--- src/hdl/psp_pkg.sv ---
// Register map, field positions and reset values of the host byte port
package host_port_pkg;
   // Register indices; the byte address on the bus is four times the index
   localparam logic [7:0] IDX_DATA = 8'h08;
   localparam logic [7:0] IDX_CPORT = 8'h09;
   localparam logic [7:0] IDX_FLAGS = 8'h0c;
   localparam logic [7:0] IDX_DDIR = 8'h88;
   localparam logic [7:0] IDX_CTRL = 8'h89;
   localparam logic [7:0] IDX_EN = 8'h8c;
   localparam logic [7:0] IDX_ANA = 8'h9f;
   localparam int ADR_LSB = 2;
   localparam int ADR_MSB = 9;
   // Control/status register fields
   localparam int IN_FULL_BIT = 7;
   localparam int OUT_FULL_BIT = 6;
   localparam int OVF_BIT = 5;
   localparam int MODE_BIT = 4;
   localparam int DIR_MSB = 2;
   // Slave port flag in the flag and enable registers
   localparam int PIF_BIT = 7;
   // Control pin roles in slave mode
   localparam int RD_PIN = 0;
   localparam int WR_PIN = 1;
   localparam int CS_PIN = 2;
   // Reset values
   localparam logic [7:0] CTRL_RST = 8'h07;
   localparam logic [7:0] DDIR_RST = 8'hff;
   localparam logic [7:0] FLAGS_RST = 8'h00;
   localparam logic [7:0] EN_RST = 8'h00;
   localparam logic [7:0] ANA_RST = 8'h00;
   // Four-phase instruction clock
   localparam logic [1:0] PHASE_TWO = 2'h1;
   localparam logic [1:0] PHASE_FOUR = 2'h3;
   localparam logic [1:0] PH_STEP = 2'h1;
endpackage

--- src/hdl/host_byte_port.sv ---
// Parallel slave byte port with Wishbone register access
// Summary of operation
// - Mode bit 4 of control register turns data port into host slave port
// - In slave mode control pins 0,1,2 are read, write, chip select, low
// - Output latch and input latch share one address; write out, read in (in slave mode)
// - Slave mode ignores data direction register; host strobes steer pins
// - Chip select and write low: capture data pins into input latch
// - Write end sets input full and irq flag, phase four after phase two
// - Input full clears by a CPU read of the input latch or by leaving slave mode
// - Host write while input full sets overflow; software clears it
// - Chip select and read low: clear output full, drive output latch
// - Output latch stays on data pins while selected read lasts
// - Read end sets irq flag on phase four after the next phase two
// - Output full stays clear until firmware writes the output latch
// - Outside slave mode both full flags held clear; overflow kept
// - Irq flag bit 7 sticky until software clears; enable gates interrupt
// - Chip select high: no capture and no drive for any strobe
// - Control register low three bits set control pin direction, 1 input
// - Full bits read-only, overflow and mode read/write, bit 3 reads zero
`timescale 1ns/1ns
module host_byte_port
   import host_port_pkg::*;
(
   // Clock and reset
   input wire logic clk_i,
   input wire logic rst_i,
   // Wishbone slave
   input wire logic wb_cyc_i,
   input wire logic wb_stb_i,
   input wire logic wb_we_i,
   input wire logic [ADR_MSB:0] wb_adr_i,
   input wire logic [3:0] wb_sel_i,
   input wire logic [31:0] wb_dat_i,
   output logic [31:0] wb_dat_o,
   output logic wb_ack_o,
   // Data pins
   input wire logic [7:0] data_i,
   output logic [7:0] data_o,
   output logic [7:0] data_oe_o,
   // Control pins
   input wire logic [2:0] ctrl_i,
   output logic [2:0] ctrl_o,
   output logic [2:0] ctrl_oe_o,
   // Interrupt
   output logic irq_o
);

   typedef struct packed {
      logic [2:0] c_m;
      logic [2:0] c_s;
      logic [7:0] d_m;
      logic [7:0] d_s;
      logic [1:0] ph;
      logic wr_act;
      logic rd_act;
      logic wr_pend;
      logic wr_arm;
      logic rd_pend;
      logic rd_arm;
      logic [7:0] out_lat;
      logic [7:0] in_lat;
      logic [7:0] ddir;
      logic [2:0] cport;
      logic [7:0] ana;
      logic [7:0] flags;
      logic [7:0] en;
      logic in_full;
      logic out_full;
      logic in_ovf;
      logic mode;
      logic [2:0] cdir;
      logic ack;
      logic [31:0] rdat;
      logic [7:0] dout;
      logic [7:0] doe;
      logic [2:0] coe;
      logic irq;
   } state_t;

   state_t st_q;
   state_t st_d;
   logic req;
   logic wr_now;
   logic rd_now;
   logic wr_start;
   logic rd_start;
   logic wr_end;
   logic rd_end;
   logic wr_fire;
   logic rd_fire;
   logic [7:0] rbyte;
   logic [ADR_MSB-ADR_LSB:0] idx;

   function automatic logic hit(input logic [ADR_MSB-ADR_LSB:0] a,
                                input logic [7:0] r);
      hit = (a == r);
   endfunction

   always_comb
   begin
      st_d = st_q;
      idx = wb_adr_i[ADR_MSB:ADR_LSB];
      req = wb_cyc_i & wb_stb_i & ~st_q.ack;
      // Strobes are seen only through the second synchroniser stage
      wr_now = st_q.mode & ~st_q.c_s[CS_PIN] & ~st_q.c_s[WR_PIN];
      rd_now = st_q.mode & ~st_q.c_s[CS_PIN] & ~st_q.c_s[RD_PIN];
      wr_start = wr_now & ~st_q.wr_act;
      rd_start = rd_now & ~st_q.rd_act;
      wr_end = st_q.wr_act & ~wr_now;
      rd_end = st_q.rd_act & ~rd_now;
      wr_fire = st_q.wr_pend & st_q.wr_arm & (st_q.ph == PHASE_FOUR);
      rd_fire = st_q.rd_pend & st_q.rd_arm & (st_q.ph == PHASE_FOUR);
      rbyte = '0;

      st_d.c_m = ctrl_i;
      st_d.c_s = st_q.c_m;
      st_d.d_m = data_i;
      st_d.d_s = st_q.d_m;
      st_d.ph = st_q.ph + PH_STEP;
      st_d.wr_act = wr_now;
      st_d.rd_act = rd_now;

      // Keep sampling while selected; the last sample before release stays
      if (wr_now)
      begin
         st_d.in_lat = st_q.d_s;
      end

      // Completion waits for the next phase two, then fires on phase four
      if (wr_end)
      begin
         st_d.wr_pend = 1'b1;
         st_d.wr_arm = 1'b0;
      end
      else if (wr_fire)
      begin
         st_d.wr_pend = 1'b0;
         st_d.wr_arm = 1'b0;
      end
      else if (st_q.wr_pend && st_q.ph == PHASE_TWO)
      begin
         st_d.wr_arm = 1'b1;
      end
      if (rd_end)
      begin
         st_d.rd_pend = 1'b1;
         st_d.rd_arm = 1'b0;
      end
      else if (rd_fire)
      begin
         st_d.rd_pend = 1'b0;
         st_d.rd_arm = 1'b0;
      end
      else if (st_q.rd_pend && st_q.ph == PHASE_TWO)
      begin
         st_d.rd_arm = 1'b1;
      end

      // Register reads; unmapped indices read zero and still acknowledge
      if (hit(idx, IDX_DATA))
      begin
         // Slave mode returns the input latch, port mode the pins on input bits and the output latch on output bits
         rbyte = st_q.mode ? st_q.in_lat
               : (st_q.d_s & st_q.ddir) | (st_q.out_lat & ~st_q.ddir);
      end
      else if (hit(idx, IDX_CPORT))
      begin
         rbyte[DIR_MSB:0] = (st_q.c_s & st_q.cdir) | (st_q.cport & ~st_q.cdir);
      end
      else if (hit(idx, IDX_FLAGS))
      begin
         rbyte = st_q.flags;
      end
      else if (hit(idx, IDX_DDIR))
      begin
         rbyte = st_q.ddir;
      end
      else if (hit(idx, IDX_CTRL))
      begin
         rbyte[IN_FULL_BIT] = st_q.in_full;
         rbyte[OUT_FULL_BIT] = st_q.out_full;
         rbyte[OVF_BIT] = st_q.in_ovf;
         rbyte[MODE_BIT] = st_q.mode;
         rbyte[DIR_MSB:0] = st_q.cdir;
      end
      else if (hit(idx, IDX_EN))
      begin
         rbyte = st_q.en;
      end
      else if (hit(idx, IDX_ANA))
      begin
         rbyte = st_q.ana;
      end

      st_d.ack = req;
      st_d.rdat = '0;
      if (req && !wb_we_i)
      begin
         st_d.rdat = 32'(rbyte);
         if (hit(idx, IDX_DATA))
         begin
            st_d.in_full = 1'b0;
         end
         // Reading the flags hands the event over to software
         if (hit(idx, IDX_FLAGS))
         begin
            st_d.flags[PIF_BIT] = 1'b0;
         end
      end

      if (req && wb_we_i && wb_sel_i[0])
      begin
         if (hit(idx, IDX_DATA))
         begin
            st_d.out_lat = wb_dat_i[7:0];
            st_d.out_full = st_q.mode;
         end
         else if (hit(idx, IDX_CPORT))
         begin
            st_d.cport = wb_dat_i[DIR_MSB:0];
         end
         else if (hit(idx, IDX_FLAGS))
         begin
            st_d.flags = wb_dat_i[7:0];
         end
         else if (hit(idx, IDX_DDIR))
         begin
            st_d.ddir = wb_dat_i[7:0];
         end
         else if (hit(idx, IDX_CTRL))
         begin
            st_d.in_ovf = wb_dat_i[OVF_BIT];
            st_d.mode = wb_dat_i[MODE_BIT];
            st_d.cdir = wb_dat_i[DIR_MSB:0];
         end
         else if (hit(idx, IDX_EN))
         begin
            st_d.en = wb_dat_i[7:0];
         end
         else if (hit(idx, IDX_ANA))
         begin
            st_d.ana = wb_dat_i[7:0];
         end
      end

      // Hardware events come after software so they win over a software set or clear; only the slave mode check comes after them and clears both full flags
      if (rd_start)
      begin
         st_d.out_full = 1'b0;
      end
      if (wr_start && st_q.in_full)
      begin
         st_d.in_ovf = 1'b1;
      end
      if (wr_fire)
      begin
         st_d.in_full = 1'b1;
         st_d.flags[PIF_BIT] = 1'b1;
      end
      if (rd_fire)
      begin
         st_d.flags[PIF_BIT] = 1'b1;
      end
      if (!st_d.mode)
      begin
         st_d.in_full = 1'b0;
         st_d.out_full = 1'b0;
      end

      // Pin drivers; the direction register has no say in slave mode
      st_d.dout = st_d.out_lat;
      st_d.doe = st_d.mode ? {8{st_d.rd_act}} : ~st_d.ddir;
      st_d.coe = ~st_d.cdir;
      st_d.irq = |(st_d.flags & st_d.en);

      if (rst_i)
      begin
         st_d = '0;
         st_d.ddir = DDIR_RST;
         st_d.doe = ~DDIR_RST;
         st_d.cdir = CTRL_RST[DIR_MSB:0];
         st_d.coe = ~CTRL_RST[DIR_MSB:0];
         st_d.flags = FLAGS_RST;
         st_d.en = EN_RST;
         st_d.ana = ANA_RST;
         st_d.mode = CTRL_RST[MODE_BIT];
      end
   end

   always_ff @(posedge clk_i)
   begin
      st_q <= st_d;
   end

   assign wb_dat_o = st_q.rdat;
   assign wb_ack_o = st_q.ack;
   assign data_o = st_q.dout;
   assign data_oe_o = st_q.doe;
   assign ctrl_o = st_q.cport;
   assign ctrl_oe_o = st_q.coe;
   assign irq_o = st_q.irq;

   property p_wr_done;
      @(posedge clk_i) disable iff (rst_i)
      wr_fire |=> st_q.in_full && st_q.flags[PIF_BIT];
   endproperty
   a_wr_done: assert property (p_wr_done)
      else $error("write completion did not set full and irq flags");

   property p_wr_delay;
      @(posedge clk_i) disable iff (rst_i)
      wr_end && !st_q.wr_pend |-> ##[3:6] wr_fire;
   endproperty
   a_wr_delay: assert property (p_wr_delay)
      else $error("write completion not within phase window");

   property p_ovf;
      @(posedge clk_i) disable iff (rst_i)
      wr_start && st_q.in_full |=> st_q.in_ovf;
   endproperty
   a_ovf: assert property (p_ovf)
      else $error("overflow not flagged on write to full latch");

   property p_obf_clr;
      @(posedge clk_i) disable iff (rst_i)
      rd_start |=> !st_q.out_full;
   endproperty
   a_obf_clr: assert property (p_obf_clr)
      else $error("output full not cleared at host read");

   property p_drive;
      @(posedge clk_i) disable iff (rst_i)
      st_q.mode && st_q.rd_act |-> data_oe_o == 8'hff
         && data_o == st_q.out_lat;
   endproperty
   a_drive: assert property (p_drive)
      else $error("output latch not driven during host read");

   property p_rd_irq;
      @(posedge clk_i) disable iff (rst_i)
      rd_fire |=> st_q.flags[PIF_BIT];
   endproperty
   a_rd_irq: assert property (p_rd_irq)
      else $error("read completion did not set irq flag");

   property p_off;
      @(posedge clk_i) disable iff (rst_i)
      !st_q.mode |-> !st_q.in_full && !st_q.out_full;
   endproperty
   a_off: assert property (p_off)
      else $error("full flags set outside slave mode");

   property p_unsel;
      @(posedge clk_i) disable iff (rst_i)
      st_q.c_s[CS_PIN] |-> !wr_start && !rd_start ##1 st_q.doe == 8'h00
         || !st_q.mode;
   endproperty
   a_unsel: assert property (p_unsel)
      else $error("activity while chip select high");

   property p_obf_set;
      @(posedge clk_i) disable iff (rst_i)
      req && wb_we_i && wb_sel_i[0] && hit(idx, IDX_DATA) && st_q.mode
         && !rd_start |=> st_q.out_full;
   endproperty
   a_obf_set: assert property (p_obf_set)
      else $error("firmware write did not set output full");

   property p_irq;
      @(posedge clk_i) disable iff (rst_i)
      irq_o == |(st_q.flags & st_q.en);
   endproperty
   a_irq: assert property (p_irq)
      else $error("interrupt output disagrees with flags and enables");

endmodule

--- config.mk ---
export PLATFORM = sky130hd
export DESIGN_NAME = host_byte_port
export DESIGN_NICKNAME = d
export VERILOG_FILES = /design/src/hdl/psp_pkg.sv /design/src/hdl/host_byte_port.sv
export SDC_FILE = /design/constraint.sdc
export NUM_CORES = 1
export LEC_CHECK = 0
export BUFFER_PORTS_ARGS = -buffer_cell sky130_fd_sc_hd__buf_4
export CAP_MARGIN = 20
export CELL_PAD_IN_SITES_DETAIL_PLACEMENT = 1
export CELL_PAD_IN_SITES_GLOBAL_PLACEMENT = 2
export CORE_ASPECT_RATIO = 0.8
export CORE_MARGIN = 2
export CORE_UTILIZATION = 34
export CTS_CLUSTER_SIZE = 40
export DETAILED_ROUTE_END_ITERATION = 16
export GPL_TIMING_DRIVEN = 0
export PLACE_DENSITY_LB_ADDON = 0.1
export SYNTH_ARGS = -nofsm -noshare
export SYNTH_HDL_FRONTEND = slang
export SYNTH_SLANG_ARGS = --single-unit
--- constraint.sdc ---
create_clock -name clk_i -period 5.8 [get_ports clk_i]
set_input_delay 0.58 -clock clk_i [delete_from_list [all_inputs] [get_ports clk_i]]
set_output_delay 0.58 -clock clk_i [all_outputs]
set_load 0.03 [all_outputs]
==> results.ini, run 1 <==
[critical_path]
r2r_cells = 6
cp_num_buf_inv = 2
required_ns = 6.06
arrival_ns = 2.97
worstSetupPathType = in -> reg
path_depth = 6
r2r_setup_slack_ns = 3.36
critPathLaunchType = input port
startpoint = wb_adr_i[9]
endpoint = data_oe_o[1]
path_cells = buf_2, buf_1, nand3_2, nor3_2, mux2i_1, a31o_2
critical_path.top_delay_family = simple AND/OR/NAND/NOR gates
endpoint_kind = flop
slowest_stage = nor3_2
crit_path_max_incr_delay_ns = 0.78
worstPathMaxFanout = 10
timing.rr.end = data_oe_o[2]
r2r-start = wb_ack_o

[clocking]
post_cts_buffers = 0
cts_hold_buf = 0
path_clk_slew_ns = 0.07
cts_sinks = 109
cts_buffers = 9
cts_tree = built
cts_root_buffer = clkbuf_16
ctsResizeCount = 0
htreeDepth = 3
cts_max_path_buffers = 2
clk_latency_ns = 0.36

[placement]
numPlacedInstances = 822
portBuffers = 59
dp_hpwl_um = 12500
gp_routability_congestion = 0.841
dp_slack_ns = 2.76
placed_area_sq_um = 5780

[power_and_ir_drop]
power_density_nw_per_um2 = 246
clockPowerShare_pct = 41.2
p_seq_share_pct = 50.8
p_int_w = 0.00113
irDropWorstVdd_uv = 173
swShare_pct = 24.7
leakagePower_nw = 2.43
pwr-share-comb_pct = 7.9
switching_power_w = 0.000369

[final_layout]
drive_gt1_share_pct = 24.8
n_fill_cell = 1693
nets = 713
finalNonFillerCells = 838
diodes = 0
finalInstanceArea_sq_um = 6070
area_growth_pct = 21.0

[hold_path]
holdPathStages = 2
hp-class = in -> reg

[yosys]
synthCells = 556
yosysMostFrequentCell = dfxtp_1
seq_area_frac_synth_pct = 43.5
avgSynthCellArea_sq_um = 9.03
synthArstFlopShare_pct = 0
synth_seq_cells = 109
yosysTopAreaCell = dfxtp_1
synth_area_sq_um = 5020
ys.flop_type = dfxtp_1
yosys-top-cells-count = dfxtp_1, nand2_1, buf_4
ys_warn_count = 0
synth_edf_count = 0
synth_cell_types = 55
synthTopCellsByArea = dfxtp_1, mux2i_1, buf_4, a21oi_1, nand2_1
synth_top_area_share_pct = 43.5

[floorplan]
die-width_um = 140
die_area_sq_um = 15800
row_count = 39
boundaryPins = 118
start_util_pct = 35.0
fp.dieH_um = 113
coreArea_sq_um = 14300

[timing]
postLayoutSetupSlackWorst_ns = 3.09
skew_ns = 0.00720
worstMarginPinSlew_ns = 0.907
setup_viol = 0
period_needed_ns = 2.71
fin_crit_sh_pct = 46.7
finalHoldViolCount = 0
relSlewSlack_pct = 39.0
slew_viol_final = 0
rsz0062_at_grt = false
timing.setup.tns_ns = 0
fmax_ghz = 0.369

[routing]
drt-initial-drc-count = 242
routed_wl_um = 16300
via_per_inst = 5.16
drc = 0
wl_per_cell_um = 19.5
drtAntennaViolNets = 0
drt-pass1-iter-count = 4
vias = 4321

[grt]
first_global_vias = 4363
grt_max_degree = 18
antenna_found_initial = 0
overflow = 0
grt_usage_pct = 21.5
grt_pass1_wl_um = 25500

[flow_run]
drv_cap = 0

[run_status]
status = finished clean

-- flip-flops by register name, indices dropped and copies added (netlist names) --
register	cells
st_q	77
wb_dat_o	8
irq_o	1
data_o	8
ctrl_o	3
ctrl_oe_o	3
data_oe_o	8
wb_ack_o	1
-- routing by layer --
layer / global-route usage, % / routed length [um] / up-vias
met2: 33.1 / 7090 / 123
met5: 0 / 0 / -
met4: 5.13 / 146 / 0
met1: 31.0 / 8110 / 2119
met3: 4.44 / 967 / 12
li1: - / - / 2067
-- through the flow --
step | hold WS (ns) | total power, W | util [%]
floorplan | 0.414 | 0.000850 | -
global placement | 0.421 | 0.000895 | 40.3
detailed placement | 0.425 | 0.000896 | 40.3
CTS | 0.418 | 0.00151 | 42.3
global route | 0.429 | 0.00155 | 42.3
finish | 0.429 | 0.00150 | 42.3
-- worst min path at each step --
stage / from / to / slack [ns]
after floorplan: st_q[127] / st_q[119] / 0.41
after global placement: st_q[127] / st_q[119] / 0.42
after detailed placement: st_q[138] / st_q[135] / 0.42
after CTS: data_i[3] / st_q[130] / 0.42
after global routing: data_i[7] / st_q[134] / 0.43
final: data_i[3] / st_q[130] / 0.43
-- cell type report --
type,count,area (sq um),share of cell area [%]
plain buffers,83,538,8.86
clock buffers,12,267,4.39
clock inverters,4,30.0,0.494
inverters,5,18.8,0.309
multi-input cells,382,2370,38.9
flip-flops and latches,109,2180,35.9
well taps,184,230,3.79
repair buffers,59,443,7.29
-- worst register-to-register path: cells and delay by family, from the launching register on --
| family | cells | cell delay (ns) |
|---|---|---|
| flops | 1 | 0.32 |
| mux | 1 | 0.48 |
| compound gates | 1 | 0.26 |
| simple gates | 4 | 1.28 |
-- layout by cell type (no fill, tap or decap), types with 22 or more instances in the layout --
cell,instances
nand2_1,55
nor2_1,35
clkbuf_1,22
nand3_1,36
mux2i_1,45
conb_1,24
a21oi_1,44
nor2b_1,28
dfxtp_1,109
buf_4,113
-- power by group through the flow --
stage | clock network, W | logic [W] | registers (W)
final | 0.000617 | 0.000119 | 0.000761
after CTS | 0.000630 | 0.000118 | 0.000761
after global routing | 0.000661 | 0.000128 | 0.000761
after global placement | 0 | 0.000117 | 0.000778
after detailed placement | 0 | 0.000118 | 0.000778
after floorplan | 0 | 0.0000735 | 0.000777
-- kinds of logic (layout without fill, tap and decap cells) --
| kind of cell | after synthesis | after routing | synth area share, % |
|---|---|---|---|
| compound gates | 100 | 100 | 12.5 |
| xor+xnor | 1 | 1 | 0.175 |
| fa+ha+maj | 2 | 2 | 0.499 |
| buf+inv | 88 | 163 | 11.1 |
| flops | 109 | 109 | 43.5 |
| mux | 52 | 52 | 10.5 |
| other cells | 1 | 24 | 0.0747 |
| simple gates | 203 | 203 | 21.6 |
No activity file was read; power rests on OpenSTA's default activity.
==> inputs of run 2 (changes only) <==
- CORE_UTILIZATION: 34 -> 32
- clock period: 5.8 -> 2.6 ns (I/O delays scaled with it)
==> run 2 against run 1 <==
  * Worst hold slack got worse by 0.31 ns
  * First-iteration DRC count rose by 38%
  * Clock power rose by 110%
  * Largest cell class unchanged
  * Sequential share of layout area fell by 0.15 points
  * Clock skew rose by 0.00067 ns
  * Highest routed layer unchanged
==> results.ini, run 2 (synthesis gave the netlist of run 1 again) <==
[run_status]
status = finished clean

[grt]
overflow = 0  ; unchanged
grt_pass1_wl_um = 24800  ; -2.7%
first_global_vias = 4241  ; -2.8%
grt_max_degree = 19  ; +1
antenna_found_initial = 0  ; unchanged
grt_usage_pct = 20.3  ; -1.3 points

[critical_path]
path_cells = and3b_1, nand3_1, nor3_4, mux2i_1, nor3_4, a31o_2
crit_top_cell = nor3_4
critPathLaunchType = flop
required_ns = 2.85  ; -3.21 ns
crit_path_max_incr_delay_ns = 0.51  ; -0.27 ns
endpoint_kind = flop
worstSetupPathType = reg -> reg
slowest_stage = nor3_4
worstPathMaxFanout = 8  ; -2
arrival_ns = 2.65  ; -0.32 ns

[floorplan]
boundaryPins = 118  ; unchanged
fp.dieH_um = 116  ; +3.0%
coreArea_sq_um = 15200  ; +5.7%
row_count = 40  ; +2.6%
die_area_sq_um = 16700  ; +6.1%
start_util_pct = 33.1  ; -1.9 points
die-width_um = 144  ; +3.0%

[final_layout]
top_register = st_q
largest_reg_flops = 77  ; unchanged
final_cell_mix = buf_4, dfxtp_1, nand2_1, mux2i_1, a21oi_1
nets = 713  ; unchanged
area_growth_pct = 21.6
layout_commonest_cell = buf_4
drive_gt1_share_pct = 24.8  ; unchanged
finalInstanceArea_sq_um = 6100  ; +0.43%
finish.utilization_pct = 40.2  ; -2.1 points
diodes = 0  ; unchanged

[power_and_ir_drop]
power_density_nw_per_um2 = 538  ; +120%
leakagePower_nw = 2.42  ; -0.27%
irDropWorstVdd_uv = 293  ; +69%
total_power_w = 0.00328  ; +120%

[timing]
worstMarginPinSlew_ns = 0.914  ; +0.00641 ns
finalHoldViolCount = 0  ; unchanged
setup_viol = 0  ; unchanged
period_needed_ns = 2.41
fin_crit_sh_pct = 92.5
fmax_ghz = 0.416
rsz0062_at_grt = false
relSlewSlack_pct = 38.6  ; -0.43 points
slew_viol_final = 0  ; unchanged
skew_ns = 0.00786  ; +0.000669 ns

[flow_run]
drv_cap = 0  ; unchanged

[routing]
vias = 4321  ; unchanged
drc = 0  ; unchanged
drt-initial-drc-count = 335  ; +38%
drt-pass1-iter-count = 5  ; +1
drtAntennaViolNets = 0  ; unchanged
routed_wl_um = 16500  ; +1.2%
via_per_inst = 5.00  ; -3.0%
wl_per_cell_um = 19.1  ; -1.9%

[clocking]
cts_hold_buf = 0  ; unchanged
cts_tree = built
clk_latency_ns = 0.36  ; about the same
path_clk_slew_ns = 0.07  ; about the same
cts_buffers = 9  ; unchanged
cts_sinks = 109  ; unchanged
cts_root_buffer = clkbuf_16
cts_max_path_buffers = 2  ; unchanged
htreeDepth = 3  ; unchanged

[hold_path]
hp-class = in -> reg

[placement]
dp_hpwl_um = 12700  ; +0.94%
gp_routability_congestion = 0.870  ; +3.4%
portBuffers = 59  ; unchanged
placed_area_sq_um = 5810  ; +0.56%

==> run 2: changes by cell type in the layout (fill, tap and decap cells not counted), sizes merged <==
cell,before,now
clkinvlp,1,2
clkbuf,34,32
clkinv,2,3
==> run 2: cell type report <==
cell class              instances  area [sq um]
multi-input cells             382          2380
repair buffers                 59           443
fillers                      1774          9060
clock buffers                  10           229
flip-flops and latches        109          2180
inverters                       5          18.8
plain buffers                  83           538
well taps                     210           263
clock inverters                 6          48.8
==> run 2: layer usage <==
metal  vias to the layer above  GRT usage, %  routed length, um
met2                       136          31.7               7170
met1                      2107          29.1               8150
met4                         0          4.97                213
li1                       2061             -                  -
met3                        17          3.60                973
met5                         -             0                  0
==> run 2: timing repair <==
action / 4_1_cts / 5_1_grt
resized for setup: 0 / 2
setup buffers: 0 / 0
endpoints found under the hold margin: 0 / 0
setup endpoints to repair: 0 / 2
==> run 2: worst max-delay path, delay by kind of cell (launching register included) <==
kind	cells	cell delay [ns]
simple gates	4	1.26
mux	1	0.45
flops	1	0.32
compound gates	1	0.25
==> run 2: path summary, 6_finish.rpt <==
kind / cells after the start / slack (ns) / end / startpoint
max: 6 / 0.19 / data_oe_o[7] / wb_ack_o
min: 2 / 0.11 / st_q[139] / ctrl_i[1]
max reg2reg: 6 / 0.19 / data_oe_o[7] / wb_ack_o
min reg2reg: 1 / 0.44 / st_q[137] / st_q[140]
==> run 2: metrics by stage <==
stage	hold WS [ns]	setup TNS, ns	std cells	setup slack, ns
after floorplan	0.388	0	579	0.356
after global placement	0.424	-1.42	848	-0.150
after detailed placement	0.427	-1.30	848	-0.142
after CTS	0.110	0	864	0.146
after global routing	0.120	0	864	0.0573
final	0.115	0	864	0.194
==> run 2: where the power goes <==
group | total (W) | internal (W) | switching, W
logic | 0.000269 | 0.0000933 | 0.000176
registers | 0.00170 | 0.00169 | 0.00000906
clock network | 0.00132 | 0.000660 | 0.000658
total | 0.00328 | 0.00244 | 0.000843
==> inputs of run 3 (changes only) <==
- ABC_AREA: not set -> 1
- CORE_UTILIZATION: 32 -> 29
- RECOVER_POWER: not set -> 100
==> run 3 against run 2 <==
  * Register-to-register slack better by 0.27 ns
  * Sequential power about the same
  * Clock skew is essentially flat
  * Maximum frequency increased by 13%
  * Cell count increased by 18%
  * Synthesized cell count rose by 25%
  * Worst setup slack better by 0.27 ns
  * Clock-buffer cell count is 1 lower
  * Critical endpoint is now data_o[5]
  * Sequential cell count unchanged
==> results.ini, run 3 <==
[routing]
wl_per_cell_um = 16.5  ; -14%
routed_wl_um = 16800  ; +2.0%
drc = 0  ; unchanged
via_per_inst = 4.46  ; -11%
drt-pass1-iter-count = 4  ; -1
vias = 4567  ; +5.7%
drtAntennaViolNets = 0  ; unchanged
drt-initial-drc-count = 194  ; -42%

[floorplan]
boundaryPins = 118  ; unchanged
fp.dieH_um = 122  ; +5.0%
row_count = 43  ; +7.5%
start_util_pct = 29.3  ; -3.8 points
die_area_sq_um = 18400  ; +10%
coreArea_sq_um = 17200  ; +13%
die-width_um = 151  ; +5.0%

[placement]
placed_area_sq_um = 5870  ; +1.0%
gp_routability_congestion = 0.835  ; -4.0%
portBuffers = 63  ; +6.8%
dp_hpwl_um = 13100  ; +3.9%

[timing]
period_needed_ns = 2.14  ; -0.270 ns
relSlewSlack_pct = 47.6  ; +9.0 points
rsz0062_at_grt = false
fmax_ghz = 0.468  ; +13%
worstMarginPinSlew_ns = 0.786  ; -0.128 ns
timing.setup.tns_ns = 0  ; unchanged
setup_viol = 0  ; unchanged
slew_viol_final = 0  ; unchanged
skew_ns = 0.00799  ; +0.000127 ns
finalHoldViolCount = 0  ; unchanged
fin_crit_sh_pct = 82.1  ; -10 points

[final_layout]
multi_input_area_sq_um = 2020  ; -15%
n_fill_cell = 2196  ; +24%
finalInstanceArea_sq_um = 5990  ; -1.8%
layout_commonest_cell = nand2_1
area_growth_pct = 19.1
nets = 857  ; +20%
diodes = 0  ; unchanged
largest_reg_flops = 77  ; unchanged
drive_gt1_share_pct = 15.9  ; -8.9 points
final_cell_mix = nand2_1, dfxtp_1, inv_1, buf_4, nor2_1
finish.utilization_pct = 34.9  ; -5.3 points
top_register = st_q
regArea_sq_um = 2180  ; unchanged

[critical_path]
critPathLaunchType = flop
cp_num_buf_inv = 3  ; +3
critical_path.top_delay_family = simple AND/OR/NAND/NOR gates
r2r_setup_slack_ns = 0.46  ; +0.27 ns
r2r_cells = 8  ; +2
worstPathMaxFanout = 10  ; +2
endpoint_kind = flop
arrival_ns = 2.43  ; -0.22 ns
path_cells = inv_1, nand3_1, nor2_4, inv_1, nor2_1, buf_2, o21ai_0, a21oi_1
timing.rr.end = data_o[5]
slowest_stage = nor2_1
required_ns = 2.89  ; +0.04 ns
crit_path_max_incr_delay_ns = 0.55  ; +0.04 ns
crit_top_cell = inv_1
worstSetupPathType = reg -> reg
r2r-start = wb_ack_o

[clocking]
cts_buffers = 9  ; unchanged
clk_latency_ns = 0.36  ; about the same
htreeDepth = 3  ; unchanged
cts_sinks = 109  ; unchanged
path_clk_slew_ns = 0.07  ; about the same
post_cts_buffers = 0  ; unchanged
cts_hold_buf = 0  ; unchanged
cts_root_buffer = clkbuf_16
cts_tree = built
ctsResizeCount = 0  ; unchanged
cts_max_path_buffers = 2  ; unchanged

[yosys]
synthTopCellsByArea = dfxtp_1, nand2_1, buf_4, a21oi_1, inv_1
synth_edf_count = 0  ; unchanged
synth_seq_cells = 109  ; unchanged
synth_cell_types = 40  ; -27%
yosysTopAreaCell = dfxtp_1
synthArstFlopShare_pct = 0  ; unchanged
yosysMostFrequentCell = nand2_1
ys.flop_type = dfxtp_1
avgSynthCellArea_sq_um = 7.22  ; -20%
seq_area_frac_synth_pct = 43.4  ; -0.087 points
synth_top_area_share_pct = 43.4  ; -0.087 points
synthCells = 696  ; +25%
yosys-top-cells-count = nand2_1, dfxtp_1, inv_1
ys_warn_count = 0  ; unchanged
synth_area_sq_um = 5030  ; +0.20%

[grt]
antenna_found_initial = 0  ; unchanged
grt_pass1_wl_um = 26000  ; +4.6%
grt_max_degree = 20  ; +1
first_global_vias = 4477  ; +5.6%
grt_usage_pct = 19.2  ; -1.1 points
overflow = 0  ; unchanged

[hold_path]
hp-class = in -> reg
hold_start = ctrl_i[0]
min_to = st_q[138]
holdPathStages = 3  ; +1

[run_status]
status = finished clean

[power_and_ir_drop]
leakagePower_nw = 2.81  ; +16%
irDropWorstVdd_uv = 314  ; +7.3%
power_density_nw_per_um2 = 552  ; +2.5%

[flow_run]
drv_cap = 0  ; unchanged

-- run 3: logic make-up after synthesis --
family                     Yosys count  synth area share (%)
buffers and inverters              170                  17.3
and+or+nand+nor                    271                  23.6
muxes                                1                 0.224
AOI/OAI and AO/OA                  142                  15.0
DFF                                109                  43.4
other                                1                0.0746
adders and majority gates            2                 0.498
-- run 3: final cells by class --
cell class              count  area share [%]
repair buffers             63            5.89
well taps                 225            4.70
clock buffers               9            3.76
flip-flops and latches    109            36.4
clock inverters             7           0.982
plain buffers              77            8.63
multi-input cells         440            33.8
inverters                  93            5.85
-- run 3: where the power goes --
| part | internal [W] | switching (W) | leakage (nW) |
|---|---|---|---|
| Combinational | 0.0000857 | 0.000167 | 1.79 |
| Sequential | 0.00169 | 0.0000126 | 0.884 |
| Clock | 0.000665 | 0.000684 | 0.138 |
-- run 3: worst min-delay path: cells and delay by family --
kind / cells / cell delay (ns)
and+or+nand+nor: 1 / 0.06
buffers and inverters: 2 / 0.10
-- run 3: worst max-delay path by stage --
stage	start	end	slack, ns	cells past startpoint
CTS	wb_ack_o	st_q[83]	0.65	9
global placement	rst_i	st_q[119]	0.60	4
floorplan	wb_ack_o	st_q[59]	1.03	10
detailed placement	rst_i	wb_ack_o	0.60	4
global route	wb_ack_o	data_o[6]	0.24	8
finish	wb_ack_o	data_o[5]	0.46	8
-- run 3: stage by stage --
stage          total power (W)  worst slack (ns)  hold WS [ns]  instances
3_3_place_gp           0.00200             0.603         0.399       1007
4_1_cts                0.00335             0.652        0.0874       1023
6_report               0.00331             0.464        0.0969       1023
3_5_place_dp           0.00200             0.599         0.398       1007
2_1_floorplan          0.00190              1.03         0.367        719
5_1_grt                0.00343             0.239        0.0996       1023
-- run 3: metal layers --
layer  GRT usage (%)  part of all wire [%]
met5               0                     0
met4            3.74                  0.49
met3            3.45                   4.9
met2            29.5                    44
met1            28.2                    51
